<file path="src/hdl/msic_pkg.sv">
// Shared constants and types for the multi-source interrupt controller
package msic_pkg;

    localparam int NUM_CHAN = 6;
    localparam int NUM_PINS = 19;
    localparam int NUM_SRC_TYPES = 7;
    localparam int ADDR_W = 8;
    localparam int DATA_W = 32;
    localparam int COUNT_W = 32;

    // Register byte offsets; per-channel registers step by one word
    localparam logic [7:0] SELECT_BASE = 8'h00;
    localparam logic [7:0] MASK_BASE = 8'h20;
    localparam logic [7:0] STATUS_BASE = 8'h40;
    localparam logic [7:0] CAPTURE_EN_OFFSET = 8'h60;
    localparam logic [7:0] PENDING_OFFSET = 8'h64;
    localparam logic [7:0] LATCH_BASE = 8'h80;
    localparam logic [7:0] CHAN_STRIDE = 8'h04;

    // Source-select field positions (one bit per source type)
    localparam int SEL_DIN_PAIR = 0;
    localparam int SEL_DIN_HIGH = 1;
    localparam int SEL_DIN_LOW = 2;
    localparam int SEL_INDEX = 3;
    localparam int SEL_MATCH = 4;
    localparam int SEL_TIMER = 5;
    localparam int SEL_ANALOG = 6;

    // Status / mask field positions
    localparam int STS_DIN_EVEN = 0;
    localparam int STS_DIN_ODD = 1;
    localparam int STS_DIN_HIGH = 2;
    localparam int STS_DIN_LOW = 3;
    localparam int STS_INDEX = 4;
    localparam int STS_MATCH = 5;
    localparam int STS_TIMER = 6;
    localparam int STS_ANALOG = 7;

    // Pin numbering of the isolated inputs
    localparam int PIN_PAIR_FIRST = 6;
    localparam int PIN_HIGH = 18;
    localparam int PIN_LOW_FIRST = 0;

    // Reset values
    localparam logic [6:0] SELECT_RESET = 7'h00;
    localparam logic [7:0] MASK_RESET = 8'hff;
    localparam logic [7:0] STATUS_RESET = 8'h00;
    localparam logic [5:0] CAPTURE_EN_RESET = 6'h00;
    localparam logic [31:0] LATCH_RESET = 32'h0000_0000;

    // One channel's events, laid out exactly as its status word
    typedef struct packed {
        logic analog;
        logic timer;
        logic match;
        logic index;
        logic din_low;
        logic din_high;
        logic din_odd;
        logic din_even;
    } chan_events_type;

    // Register bus request
    typedef struct packed {
        logic [7:0] addr;
        logic [31:0] wdata;
        logic wr;
        logic rd;
    } bus_req_type;

endpackage : msic_pkg

</file>
<file path="src/hdl/multi_source_interrupt_control.sv">
// Per-channel interrupt source selection, sticky status and host request
//
// Implementation choices: the strobed register port and the register offsets.
`timescale 1ns/1ps
// Operation
// Up to seven source types can raise the host request, each enabled on its own per channel.
// Source types 0, 1 and 2 come from the isolated digital input pins.
// Type 0 gives channel n the input pair 6+2n and 7+2n, both enabled together.
// With type 0 enabled, a trigger on either input of the pair raises the interrupt.
// Each of the six channels has its own source-select setting covering only its column.
// Type 3 triggers on the channel's index input, type 4 on its position match.
// Type 5 is the internal timer on channel 0 only; type 6 is the analog match.
// Each channel has a readable 8-bit status with bit 6 timer and bit 7 analog.
// Status bit 0 reports the even pin of the channel's input pair.
// Status bit 1 reports the odd pin of the channel's input pair.
// Status bit 2 reports input pin 18, the type 1 source.
// Status bit 3 reports the channel's type 2 input, one of pins 0 to 5.
// Status bit 4 reports an index event and bit 5 a position match event.
// A rising index edge raises the event and, with capture on, latches the count.
// A match event is raised as soon as the counter reaches its compare value.
// Status bits stay set until cleared and the request is high while any is set; here only bits left on in the channel's mask raise it.
// The host reads a channel's status after each interrupt and clears it.
module multi_source_interrupt_control (
    input wire logic i_sys_clk, // 125 MHz card clock
    input wire logic i_rst_b, // Async reset, active low
    input wire logic [7:0] i_addr, // Register byte address
    input wire logic [31:0] i_wdata, // Register write data
    input wire logic i_wr, // Write strobe
    input wire logic i_rd, // Read strobe
    output logic [31:0] o_rdata, // Read data, cycle after i_rd
    input wire logic [18:0] i_isolated_input_pin, // Isolated input pins
    input wire logic [5:0] i_encoder_index_input, // Index pins per channel
    input wire logic [5:0] i_position_match_flag, // Compare-true per channel
    input wire logic i_timer_tick, // Internal timer event
    input wire logic [5:0] i_analog_match, // Analog compare-true
    input wire logic [5:0][31:0] i_encoder_count, // Live counter values
    output logic o_irq // Level request to the host
);

    localparam int NPIN_ALL = msic_pkg::NUM_PINS + msic_pkg::NUM_CHAN;

    msic_pkg::bus_req_type bus;
    logic [NPIN_ALL-1:0] pin_s1_reg;
    logic [NPIN_ALL-1:0] pin_s2_reg;
    logic [NPIN_ALL-1:0] pin_s3_reg;
    logic [NPIN_ALL-1:0] pin_lvl_reg;
    logic [NPIN_ALL-1:0] pin_lvl_d_reg;
    logic [NPIN_ALL-1:0] pin_rise;
    logic [18:0] din_rise;
    logic [5:0] index_rise;
    logic [5:0] match_d_reg;
    logic [5:0] analog_d_reg;
    logic timer_d_reg;
    logic [6:0] select_reg [msic_pkg::NUM_CHAN];
    logic [7:0] mask_reg [msic_pkg::NUM_CHAN];
    logic [7:0] status_reg [msic_pkg::NUM_CHAN];
    logic [7:0] status_next [msic_pkg::NUM_CHAN];
    logic [31:0] latch_reg [msic_pkg::NUM_CHAN];
    msic_pkg::chan_events_type events [msic_pkg::NUM_CHAN];
    logic [5:0] capture_en_reg;
    logic [5:0] pending;
    logic [31:0] rdata_next;
    logic irq_next;

    // True when addr hits the per-channel word of the given bank
    function automatic logic hits_chan(input logic [7:0] addr,
                                       input logic [7:0] base,
                                       input int ch);
        logic [7:0] target;
        target = base + 8'(ch * 4);
        return addr == target;
    endfunction : hits_chan

    // Rising edge of a level against its delayed copy
    function automatic logic rise(input logic now, input logic prev);
        return now & ~prev;
    endfunction : rise

    assign bus.addr = i_addr;
    assign bus.wdata = i_wdata;
    assign bus.wr = i_wr;
    assign bus.rd = i_rd;

    // Pin inputs cross into the clock domain; a level is accepted only once
    // the second and third stages agree, which also rejects one-cycle glitches
    always_ff @(posedge i_sys_clk or negedge i_rst_b) begin
        if (!i_rst_b) begin
            pin_s1_reg <= '0;
            pin_s2_reg <= '0;
            pin_s3_reg <= '0;
        end else begin
            pin_s1_reg <= {i_encoder_index_input, i_isolated_input_pin};
            pin_s2_reg <= pin_s1_reg;
            pin_s3_reg <= pin_s2_reg;
        end
    end

    always_ff @(posedge i_sys_clk or negedge i_rst_b) begin
        if (!i_rst_b) begin
            pin_lvl_reg <= '0;
            pin_lvl_d_reg <= '0;
        end else begin
            for (int i = 0; i < NPIN_ALL; i++) begin
                if (pin_s2_reg[i] == pin_s3_reg[i]) begin
                    pin_lvl_reg[i] <= pin_s3_reg[i];
                end
            end
            pin_lvl_d_reg <= pin_lvl_reg;
        end
    end

    assign pin_rise = pin_lvl_reg & ~pin_lvl_d_reg;
    assign din_rise = pin_rise[18:0];
    assign index_rise = pin_rise[NPIN_ALL-1:19];

    // Same-clock sources need only an edge detector
    always_ff @(posedge i_sys_clk or negedge i_rst_b) begin
        if (!i_rst_b) begin
            match_d_reg <= '0;
            analog_d_reg <= '0;
            timer_d_reg <= 1'b0;
        end else begin
            match_d_reg <= i_position_match_flag;
            analog_d_reg <= i_analog_match;
            timer_d_reg <= i_timer_tick;
        end
    end

    // Event gating by each channel's own source select
    always_comb begin
        for (int ch = 0; ch < msic_pkg::NUM_CHAN; ch++) begin
            events[ch] = '0;
            events[ch].din_even = select_reg[ch][msic_pkg::SEL_DIN_PAIR] &
                din_rise[msic_pkg::PIN_PAIR_FIRST + 2 * ch];
            events[ch].din_odd = select_reg[ch][msic_pkg::SEL_DIN_PAIR] &
                din_rise[msic_pkg::PIN_PAIR_FIRST + 2 * ch + 1];
            events[ch].din_low = select_reg[ch][msic_pkg::SEL_DIN_LOW] &
                din_rise[msic_pkg::PIN_LOW_FIRST + ch];
            events[ch].index = select_reg[ch][msic_pkg::SEL_INDEX] &
                index_rise[ch];
            events[ch].match = select_reg[ch][msic_pkg::SEL_MATCH] &
                rise(i_position_match_flag[ch], match_d_reg[ch]);
            events[ch].analog = select_reg[ch][msic_pkg::SEL_ANALOG] &
                rise(i_analog_match[ch], analog_d_reg[ch]);
            if (ch == 0) begin
                events[ch].din_high = select_reg[ch][msic_pkg::SEL_DIN_HIGH] &
                    din_rise[msic_pkg::PIN_HIGH];
                events[ch].timer = select_reg[ch][msic_pkg::SEL_TIMER] &
                    rise(i_timer_tick, timer_d_reg);
            end
        end
    end

    // Source select and mask, one word per channel
    always_ff @(posedge i_sys_clk or negedge i_rst_b) begin
        if (!i_rst_b) begin
            for (int ch = 0; ch < msic_pkg::NUM_CHAN; ch++) begin
                select_reg[ch] <= msic_pkg::SELECT_RESET;
                mask_reg[ch] <= msic_pkg::MASK_RESET;
            end
        end else if (bus.wr) begin
            for (int ch = 0; ch < msic_pkg::NUM_CHAN; ch++) begin
                if (hits_chan(bus.addr, msic_pkg::SELECT_BASE, ch)) begin
                    select_reg[ch] <= bus.wdata[6:0];
                end
                if (hits_chan(bus.addr, msic_pkg::MASK_BASE, ch)) begin
                    mask_reg[ch] <= bus.wdata[7:0];
                end
            end
        end
    end

    // Sticky status; a new event in the clearing cycle survives the clear
    always_comb begin
        for (int ch = 0; ch < msic_pkg::NUM_CHAN; ch++) begin
            status_next[ch] = status_reg[ch];
            if (bus.wr && hits_chan(bus.addr, msic_pkg::STATUS_BASE, ch)) begin
                status_next[ch] = status_reg[ch] & ~bus.wdata[7:0];
            end
            status_next[ch] = status_next[ch] | events[ch];
        end
    end

    always_ff @(posedge i_sys_clk or negedge i_rst_b) begin
        if (!i_rst_b) begin
            for (int ch = 0; ch < msic_pkg::NUM_CHAN; ch++) begin
                status_reg[ch] <= msic_pkg::STATUS_RESET;
            end
        end else begin
            for (int ch = 0; ch < msic_pkg::NUM_CHAN; ch++) begin
                status_reg[ch] <= status_next[ch];
            end
        end
    end

    // Index capture of the live count
    always_ff @(posedge i_sys_clk or negedge i_rst_b) begin
        if (!i_rst_b) begin
            capture_en_reg <= msic_pkg::CAPTURE_EN_RESET;
        end else if (bus.wr && bus.addr == msic_pkg::CAPTURE_EN_OFFSET) begin
            capture_en_reg <= bus.wdata[5:0];
        end
    end

    // Capture follows the index edge even when the index interrupt is off
    always_ff @(posedge i_sys_clk or negedge i_rst_b) begin
        if (!i_rst_b) begin
            for (int ch = 0; ch < msic_pkg::NUM_CHAN; ch++) begin
                latch_reg[ch] <= msic_pkg::LATCH_RESET;
            end
        end else begin
            for (int ch = 0; ch < msic_pkg::NUM_CHAN; ch++) begin
                if (index_rise[ch] && capture_en_reg[ch]) begin
                    latch_reg[ch] <= i_encoder_count[ch];
                end
            end
        end
    end

    // Request level; computed from the next status so it tracks it exactly
    always_comb begin
        irq_next = 1'b0;
        for (int ch = 0; ch < msic_pkg::NUM_CHAN; ch++) begin
            pending[ch] = |(status_reg[ch] & mask_reg[ch]);
            if (|(status_next[ch] & mask_reg[ch])) begin
                irq_next = 1'b1;
            end
        end
    end

    always_ff @(posedge i_sys_clk or negedge i_rst_b) begin
        if (!i_rst_b) begin
            o_irq <= 1'b0;
        end else begin
            o_irq <= irq_next;
        end
    end

    // Read mux; unmapped addresses read zero
    always_comb begin
        rdata_next = '0;
        if (bus.addr == msic_pkg::CAPTURE_EN_OFFSET) begin
            rdata_next = {26'h0, capture_en_reg};
        end
        if (bus.addr == msic_pkg::PENDING_OFFSET) begin
            rdata_next = {26'h0, pending};
        end
        for (int ch = 0; ch < msic_pkg::NUM_CHAN; ch++) begin
            if (hits_chan(bus.addr, msic_pkg::SELECT_BASE, ch)) begin
                rdata_next = {25'h0, select_reg[ch]};
            end
            if (hits_chan(bus.addr, msic_pkg::MASK_BASE, ch)) begin
                rdata_next = {24'h0, mask_reg[ch]};
            end
            if (hits_chan(bus.addr, msic_pkg::STATUS_BASE, ch)) begin
                rdata_next = {24'h0, status_reg[ch]};
            end
            if (hits_chan(bus.addr, msic_pkg::LATCH_BASE, ch)) begin
                rdata_next = latch_reg[ch];
            end
        end
    end

    // Data stands only in the cycle after the strobe
    always_ff @(posedge i_sys_clk or negedge i_rst_b) begin
        if (!i_rst_b) begin
            o_rdata <= 32'h0000_0000;
        end else if (bus.rd) begin
            o_rdata <= rdata_next;
        end else begin
            o_rdata <= 32'h0000_0000;
        end
    end

endmodule : multi_source_interrupt_control

</file>
<file path="config.mk">
export PLATFORM = sky130hd
export DESIGN_NAME = multi_source_interrupt_control
export DESIGN_NICKNAME = d
export VERILOG_FILES = /design/src/hdl/msic_pkg.sv /design/src/hdl/multi_source_interrupt_control.sv
export SDC_FILE = /design/constraint.sdc
export NUM_CORES = 1
export LEC_CHECK = 0
export ABC_AREA = 0
export CAP_MARGIN = 40
export CORE_MARGIN = 2
export CORE_UTILIZATION = 35
export DETAILED_ROUTE_END_ITERATION = 16
export DONT_BUFFER_PORTS = 1
export GPL_TIMING_DRIVEN = 0
export PLACE_DENSITY = 0.49
export SYNTH_ARGS = -nofsm -noshare
export SYNTH_HDL_FRONTEND = slang
export SYNTH_SLANG_ARGS = --single-unit
</file>
<file path="constraint.sdc">
create_clock -name i_sys_clk -period 1.7 [get_ports i_sys_clk]
set_input_delay 0.17 -clock i_sys_clk [delete_from_list [all_inputs] [get_ports i_sys_clk]]
set_output_delay 0.17 -clock i_sys_clk [all_outputs]
set_load 0.02 [all_outputs]
</file>
Word level (Yosys, flattened, before mapping)

Cells that the tools add are included.

Equal/unequal tests: 50
Bitwise logic cells: 91
Muxes and demuxes: 39
Reductions and logical operators: 38

Operator list:

| operator                                                              | count |
|---|---|
| 32-bit 2-to-1 mux                                                     | 26 |
| 8-bit bitwise AND                                                     | 18 |
| 8-bit OR reduction                                                    | 12 |
| 8-bit by 7-bit equality test with 1-bit output, second input constant | 8 |
| 1-bit bitwise AND                                                     | 51 |
| 8-bit by 6-bit equality test with 1-bit output, second input constant | 6 |
| 8-bit equality test, second input constant                            | 6 |
| 8-bit 2-to-1 mux                                                      | 6 |
| 8-bit OR                                                              | 6 |
| 25-bit bitwise AND                                                    | 1 |
| 1-bit equality test                                                   | 25 |
| 25-bit NOT                                                            | 1 |
| 2-bit AND reduction                                                   | 12 |
| 8-bit by 4-bit equality test with 1-bit output, second input constant | 2 |
| 8-bit by 5-bit equality test with 1-bit output, second input constant | 2 |
| 1-bit logical AND                                                     | 13 |
| 1-bit NOT                                                             | 13 |
| 8-bit by 3-bit equality test with 1-bit output, second input constant | 1 |
| 8-bit logical NOT                                                     | 1 |
| 8-bit NOT                                                             | 1 |
| 1-bit 2-to-1 mux                                                      | 6 |
| 6-bit 2-to-1 mux                                                      | 1 |

Output and inout port bits: 33
Flip-flop bits (word level): 507
Logic and storage cells: 277
Input bits: 274

Logic depth before layout (Yosys ltp)

Gate-level depths: netlist of the first run.

Depth after elaboration: 28
Gate-level depth with buffers: 12
Depth with buffers taken out: 7

Worst setup path after synthesis of the first run

Ideal clock, no wire load.

Path type: in2reg
Start: in i_addr[6]
End: reg o_irq
Setup time: 138 ps
Path slack: -667 ps
Stages: 9
Data required time: 1562 ps
Data arrival time: 2228 ps
Buffers on the path: 2
Path through: buf_4 nor4b_1 buf_2 nand4_1 a32o_1 a221oi_1 nand3_1 or3_1 or4_1

RTL lines:

| item                   | line                                  | source |
|---|---|---|
| start: declaration     | multi_source_interrupt_control.sv:26  | `input wire logic [7:0] i_addr,` |
| end signal: assignment | multi_source_interrupt_control.sv:235 | `o_irq <= irq_next;` |
| end: declaration       | multi_source_interrupt_control.sv:37  | `output logic o_irq` |

Final worst setup path of the first run

Start: reg status_reg[26] (netlist name)
End: reg o_irq

Word-level cells in the longest chain between the ends: 9

Ends and longest elaborated chain:

| item                             | line                                  | source |
|---|---|---|
| start: declaration               | multi_source_interrupt_control.sv:56  | `logic [7:0] status_reg [msic_pkg::NUM_CHAN];` |
| start signal: indexed assignment | multi_source_interrupt_control.sv:187 | `status_reg[ch] <= msic_pkg::STATUS_RESET;` |
| start signal: indexed assignment | multi_source_interrupt_control.sv:191 | `status_reg[ch] <= status_next[ch];` |
| 8-bit bitwise AND                | multi_source_interrupt_control.sv:178 | `status_next[ch] = status_reg[ch] & ~bus.wdata[7:0];` |
| 8-bit 2-to-1 mux *               | multi_source_interrupt_control.sv:177 | `if (bus.wr && hits_chan(bus.addr, msic_pkg::STATUS_BASE, ch)) begin` |
| 8-bit OR *                       | multi_source_interrupt_control.sv:180 | `status_next[ch] = status_next[ch] \| events[ch];` |
| 8-bit bitwise AND *              | multi_source_interrupt_control.sv:225 | `if (\|(status_next[ch] & mask_reg[ch])) begin` |
| 8-bit OR reduction *             | multi_source_interrupt_control.sv:225 |  |
| 1-bit 2-to-1 mux * (4 in a row)  | multi_source_interrupt_control.sv:225 |  |
| named net irq_next               | multi_source_interrupt_control.sv:63  | `logic irq_next;` |

The timed path passes the listed nets; every way through them passes the cells marked *.
A chain may end at the register's enable or synchronous reset.

==> results.sh, run 1 <==
export IMPL_status="finished with violations"
export IMPL_violations="hold timing, slew limit, setup timing"
export IMPL_cp_start_kind="flip-flop"
export IMPL_routed_wl_um=84130
export IMPL_yosys_area_top_type="dfrtp_1"
export IMPL_ys_top_cells_by_count="459 x dfrtp_1, 288 x mux2_2, 108 x a22oi_1, 67 x clkbuf_1, 60 x nand2_1"
export IMPL_peakVddDrop_mv=0.8168
export IMPL_antennaDiodeCount=0
export IMPL_routedWlPerCell_um=30.56
export IMPL_core_area_um2=59130
export IMPL_die_area_um2=61920
export IMPL_path_cells="nand2_1, a21oi_2, a311oi_4, nand3_2, or3_1, or4_4"
export IMPL_gp_congestion=0.9971
export IMPL_setup_tns_final_ns=-1.772
export IMPL_cts_tree="yes"
export IMPL_yosys_top_cells_area="dfrtp_1 55%, mux2_2 15%, dfstp_2 6.0%"
export IMPL_setup_violations=8
export IMPL_critPathTopFamily="simple AND/OR/NAND/NOR gates"
export IMPL_final_nets=2206
export IMPL_grtUsageMet3_pct=5.037
export IMPL_yosysWarningCount=0
export IMPL_utilization_pct=47.02
export IMPL_tightest_slew_ns=2.207
export IMPL_ys_flop_type="dfrtp_1"
export IMPL_worst_setup_path_end_kind="flip-flop"
export IMPL_hold_ws_ns=-0.7504
export IMPL_drv_cap=0
export IMPL_hold_viol=461
export IMPL_placed_cell_area_um2=22380
export IMPL_ys_types=67
export IMPL_busiest_layer="met2"
export IMPL_syn_nets=1864
export IMPL_drc=0
export IMPL_worstPathMaxFanout=4
export IMPL_cp_slowest_cell="or4_4"
export IMPL_start_util_pct=35.48
export IMPL_areaGrowthSynthToFinish_pct=32.51
export IMPL_synth_top_area_share_pct=54.74
export IMPL_grt_pass1_wl_um=121500
export IMPL_critical_path_class="flip-flop to flip-flop"
export IMPL_numCtsBuffers=58
export IMPL_drt_vias_per_instance=5.797
export IMPL_antenna_found_initial=4
export IMPL_max_stage_delay_ns=0.45
export IMPL_final_cells=2753
export IMPL_yosysSeqAreaShare_pct=60.75
export IMPL_gr_usage_met2_pct=42.17
export IMPL_track_usage_pct=26.95
export IMPL_grt_overflow=0
export IMPL_avgSynthCellArea_um2=13.20
export IMPL_synth_area_um2=20980
export IMPL_rsz0062_at_grt="yes"
export IMPL_regToRegSetupSlack_ns=-0.47
export IMPL_p_per_area_nw_per_um2=1143
export IMPL_cts_sinks=507
export IMPL_dpl_cell_count=2376
export IMPL_largest_reg_flops=192
export IMPL_period_needed_ns=2.169
export IMPL_fin_ws_ns=-0.4691
export IMPL_p_leak_nw=11.51
export IMPL_nFillCells=5260
export IMPL_clock_skew_ns=0.02518
export IMPL_synth_edff_count=0
export IMPL_grt_pass1_vias=16660
export IMPL_htreeDepth=2
export IMPL_die_height_um=248.8
export IMPL_netlist_instances=1590
export IMPL_clockBufferDepth=3
export IMPL_gr_usage_met1_pct=37.32
export IMPL_grt_max_degree=508
export IMPL_synth_ff_latch_count=507
export IMPL_async_reset_ff_share_pct=100.0
export IMPL_ant_nets=0
export IMPL_dpl_hpwl_um=61060
export IMPL_hold_buffers=239
export IMPL_vias=15960
export IMPL_max_slew_margin_pct=-47.13
export IMPL_required_ns=2.19
export IMPL_placementRows=89
export IMPL_final_max_slew_viol_count=258
export IMPL_final_area_um2=27800
export IMPL_max_freq_mhz=461.0
export IMPL_r2r_cells=6
export IMPL_yosysMostFrequentCell="dfrtp_1"
export IMPL_r2r_start="status_reg[26]"
export IMPL_first_pass_iters=6
export IMPL_drive_above_1_share_pct=33.94
export IMPL_cp_num_buf_inv=0
export IMPL_die_x_um=248.8
export IMPL_portBuffers=0
export IMPL_clk_latency_ns=0.63
export IMPL_clkTransAtPathRegs_ns=0.06
export IMPL_first_iter_violations=1486
export IMPL_worstPathArrival_ns=2.66
export IMPL_num_io_pins=307
export IMPL_min_period_over_period_pct=127.6
export IMPL_min_path_type="input port to async pin"
export IMPL_reg2reg_to="o_irq"
export IMPL_cts_root_buf="clkbuf_16"
-- power breakdown --
part           total (mW)  internal (mW)  leakage, nW  switching (mW)
registers            15.3           13.8         6.07            1.48
clock network        13.2           8.00         1.01            5.21
logic                3.29           1.91         4.44            1.37
total                31.8           23.7         11.5            8.06
-- layout make-up --
type | instances | area (µm²) | area share [%]
buffer | 101 | 772.0 | 2.777
clock inverter | 21 | 311.5 | 1.121
multi-input combinational | 937 | 8278 | 29.77
sequential | 507 | 12760 | 45.89
tap | 773 | 967.2 | 3.479
timing repair buffer | 283 | 2810 | 10.11
inverter | 44 | 165.2 | 0.5941
clock buffer | 87 | 1740 | 6.260
-- layout by cell type, fill, tap and decap left out, types with 8 or more instances in the layout --
cell           Yosys  layout
a211oi_1          12      11
a21oi_1           49      42
a221oi_1          17       8
a221oi_2           0       8
a22o_1            14      14
a22oi_1          108     102
a31oi_1           30      26
a32o_1            34      30
buf_2             10      12
buf_4              2      45
buf_6              0       9
clkbuf_1          67      33
clkbuf_16          0      60
clkbuf_2           0      16
clkbuf_4           0      15
clkbuf_8           0      30
clkinv_2           0       8
dfrtp_1          459     451
dfrtp_2            0       8
dfstp_2           48      48
dlygate4sd3_1      0     239
inv_1             43      43
maj3_1            26      26
mux2_2           288     288
nand2_1           60      52
nand2b_1           8       8
nand3_2            0      11
nand4_1           42      42
nor2_1            32      24
nor3_1            19      15
o21ai_0           37      24
o221ai_1          10       8
o22ai_1           19      19
-- stage by stage --
step                      total power [mW]  setup WS [ns]
after floorplan                      16.51        -0.3990
after global placement               17.72         -1.817
after detailed placement             17.85         -1.771
after CTS                            31.95        -0.4273
after global routing                 32.97        -0.4332
final                                31.77        -0.4691
-- worst reg2reg max path, stage by stage, from the launching register on --
cell and delay, ns:
dfrtp_1 0.42, nand2_1 0.14, a21oi_2 0.10, a311oi_4 0.43, nand3_2 0.15, or3_1 0.35, or4_4 0.45
-- logic make-up (layout without fill, tap and decap cells) --
family / count (synthesis) / after routing / synth area share (%)
xor+xnor: 1 / 1 / 0.04175
fa+ha+maj: 26 / 26 / 1.240
mux: 290 / 290 / 15.55
flops: 507 / 507 / 60.75
buf+inv: 146 / 536 / 2.707
compound gates: 390 / 390 / 13.62
simple gates: 230 / 230 / 6.083
-- per-layer routing --
metal / routed length, µm / share of wire [%]
met4: 3236 / 3.8
met1: 36460 / 43
met3: 6253 / 7.4
met2: 38190 / 45
met5: 0 / 0
-- worst max path at each step --
stage | start | endpoint | slack (ns) | cells after the start
floorplan | i_addr[6] | o_irq | -0.40 | 9
global placement | i_addr[5] | o_rdata[0] | -1.82 | 8
detailed placement | i_addr[1] | o_irq | -1.77 | 8
CTS | pin_lvl_reg[21] | o_irq | -0.43 | 5
global route | pin_lvl_reg[23] | o_irq | -0.43 | 7
finish | status_reg[26] | o_irq | -0.47 | 6
-- repair_timing --
item / 4_1_cts / 5_1_grt
endpoints found under the setup margin: 307 / 91
resized for setup: 159 / 51
pin swaps: 43 / 11
endpoints found under the hold margin: 770 / 507
setup buffers: 27 / 4
Note: power is estimated with default switching activity, not from simulation.
==> run 2, diff against run 1 <==
==> constraint.sdc (replaced) <==
create_clock -name i_sys_clk -period 1.7 [get_ports i_sys_clk]
set_input_delay 0.51 -clock i_sys_clk [delete_from_list [all_inputs] [get_ports i_sys_clk]]
set_output_delay 0.51 -clock i_sys_clk [all_outputs]
set_load 0.02 [all_outputs]
==> results.sh, run 2 (synthesis gave the netlist of run 1 again) <==
export IMPL_placementRows=89
export IMPL_cp_num_buf_inv=3
export IMPL_cts_root_buf="clkbuf_16"
export IMPL_cp_slowest_cell="or3_4"
export IMPL_status="finished with violations"
export IMPL_critical_path_class="input port to flip-flop"
export IMPL_grt_pass1_wl_um=117900
export IMPL_worstPathMaxFanout=7
export IMPL_max_stage_delay_ns=0.45
export IMPL_drc=0
export IMPL_min_period_over_period_pct=134.5
export IMPL_p_leak_nw=11.19
export IMPL_path_cells="buf_12, nor4b_4, buf_6, buf_6, nand4_1, a32o_2, a22oi_2, nand4_1, or3_4, or4_4"
export IMPL_critPathTopFamily="simple AND/OR/NAND/NOR gates"
export IMPL_track_usage_pct=26.27
export IMPL_grt_pass1_vias=15790
export IMPL_first_pass_iters=5
export IMPL_period_needed_ns=2.286
export IMPL_vias=15460
export IMPL_die_x_um=248.8
export IMPL_num_io_pins=307
export IMPL_violations="hold timing, slew limit, setup timing"
export IMPL_rsz0062_at_grt="yes"
export IMPL_final_nets=2075
export IMPL_routed_wl_um=82860
export IMPL_required_ns=2.18
export IMPL_grt_overflow=0
export IMPL_die_area_um2=61920
export IMPL_peakVddDrop_mv=0.8255
export IMPL_max_freq_mhz=437.4
export IMPL_grt_max_degree=508
export IMPL_drt_vias_per_instance=5.902
export IMPL_hold_ws_ns=-0.4101
export IMPL_utilization_pct=46.04
export IMPL_cts_tree="yes"
export IMPL_drv_cap=0
export IMPL_drive_above_1_share_pct=42.04
export IMPL_max_slew_margin_pct=-84.49
export IMPL_dpl_cell_count=2370
export IMPL_first_iter_violations=1577
export IMPL_ant_nets=0
export IMPL_gp_congestion=0.9458
export IMPL_final_cells=2619
export IMPL_largest_reg_flops=192
export IMPL_start_util_pct=35.48
export IMPL_portBuffers=0
export IMPL_final_common_cell="dfrtp_1"
export IMPL_htreeDepth=2
export IMPL_routedWlPerCell_um=31.64
export IMPL_core_area_um2=59130
export IMPL_p_per_area_nw_per_um2=1129
export IMPL_die_height_um=248.8
export IMPL_min_path_type="input port to async pin"
export IMPL_clk_latency_ns=0.63
export IMPL_nFillCells=5323
export IMPL_cp_start_kind="input port"
export IMPL_clock_skew_ns=0.01764
export IMPL_final_max_slew_viol_count=340
export IMPL_worstPathArrival_ns=2.77
export IMPL_most_common_layout_cells="454 x dfrtp_1, 277 x mux2_2, 71 x a22oi_1"
export IMPL_clockBufferDepth=3
export IMPL_worst_setup_path_end_kind="flip-flop"
export IMPL_antenna_found_initial=10
export IMPL_clkTransAtPathRegs_ns=0.06
export IMPL_areaGrowthSynthToFinish_pct=29.76
export IMPL_fin_ws_ns=-0.5864
export IMPL_hold_buffers=68
export IMPL_numCtsBuffers=57
export IMPL_cts_sinks=507
export IMPL_setup_violations=94
export IMPL_hold_viol=237
export IMPL_dpl_hpwl_um=60110
export IMPL_tightest_slew_ns=2.767
[run 2: cell types whose count changed in the layout (fill, tap and decap cells not counted), sizes merged]
cell	change
buf	+42
bufinv	-3
clkdlybuf4s18	-1
clkinv	-5
clkinvlp	-1
diode	+5
dlygate4sd3	-171
[run 2: worst paths after layout]
path / startpoint / end / slack (ns) / depth (start not counted)
max: i_addr[6] / o_irq / -0.59 / 10
min: i_rst_b / pin_lvl_reg[10] / -0.41 / 0
max reg2reg: select_reg[28] / o_irq / -0.57 / 5
min reg2reg: pin_s1_reg[23] / pin_s2_reg[23] / 0.34 / 0
max in group asynchronous: i_rst_b / status_reg[19] / -0.26 / 0
min in group i_sys_clk: i_encoder_count[125] / latch_reg[93] / 0.03 / 1
[run 2: through the flow]
stage	power [mW]	setup WS (ns)	TNS [ns]	cell area, µm²
2_1_floorplan	16.55	-0.7388	-38.42	21530
5_1_grt	31.86	-0.6054	-4.054	27220
3_5_place_dp	17.87	-1.865	-211.37	22580
4_1_cts	30.78	-0.5477	-2.797	26170
3_3_place_gp	17.75	-1.917	-217.70	22490
6_report	30.73	-0.5864	-7.044	27230
[run 2: final cells by class]
type / instances / area (µm²) / area share [%]
clock buffer: 87 / 1710 / 6.282
antenna: 5 / 12.51 / 0.04596
tap: 773 / 967.2 / 3.552
timing repair buffer: 156 / 1639 / 6.020
clock inverter: 12 / 177.7 / 0.6526
multi-input combinational: 937 / 8805 / 32.34
buffer: 98 / 996.0 / 3.658
sequential: 507 / 12750 / 46.84
inverter: 44 / 165.2 / 0.6066
[run 2: timing repair]
item                                    4_1_cts  5_1_grt
endpoints found under the setup margin      279       64
endpoints found under the hold margin       575      505
resized for setup                           197      149
pin swaps                                    27       94
buffers inserted                             34       39
gates cloned                                  1        7
[run 2: worst reg2reg max path, cell delays in order (launching register included)]
cell     delay [ns]
dfrtp_1        0.53
a32o_1         0.34
a22oi_2        0.16
nand4_1        0.21
or3_4          0.45
or4_4          0.44
[run 2: routing by layer]
| layer | share of wire, % | vias to the layer above | global-route usage [%] |
|---|---|---|---|
| met3 | 7.3 | 155 | 5.465 |
| met4 | 3.7 | 10 | 9.247 |
| li1 | - | 6486 | - |
| met5 | 0.084 | - | 0 |
| met1 | 43 | 8117 | 36.14 |
| met2 | 46 | 690 | 41.19 |
[run 2: power by group]
group	total [mW]	leakage, nW	switching [mW]	internal [mW]
combinational	2.92	4.20	1.26	1.66
clock	12.4	0.924	5.06	7.36
sequential	15.4	6.07	1.59	13.8
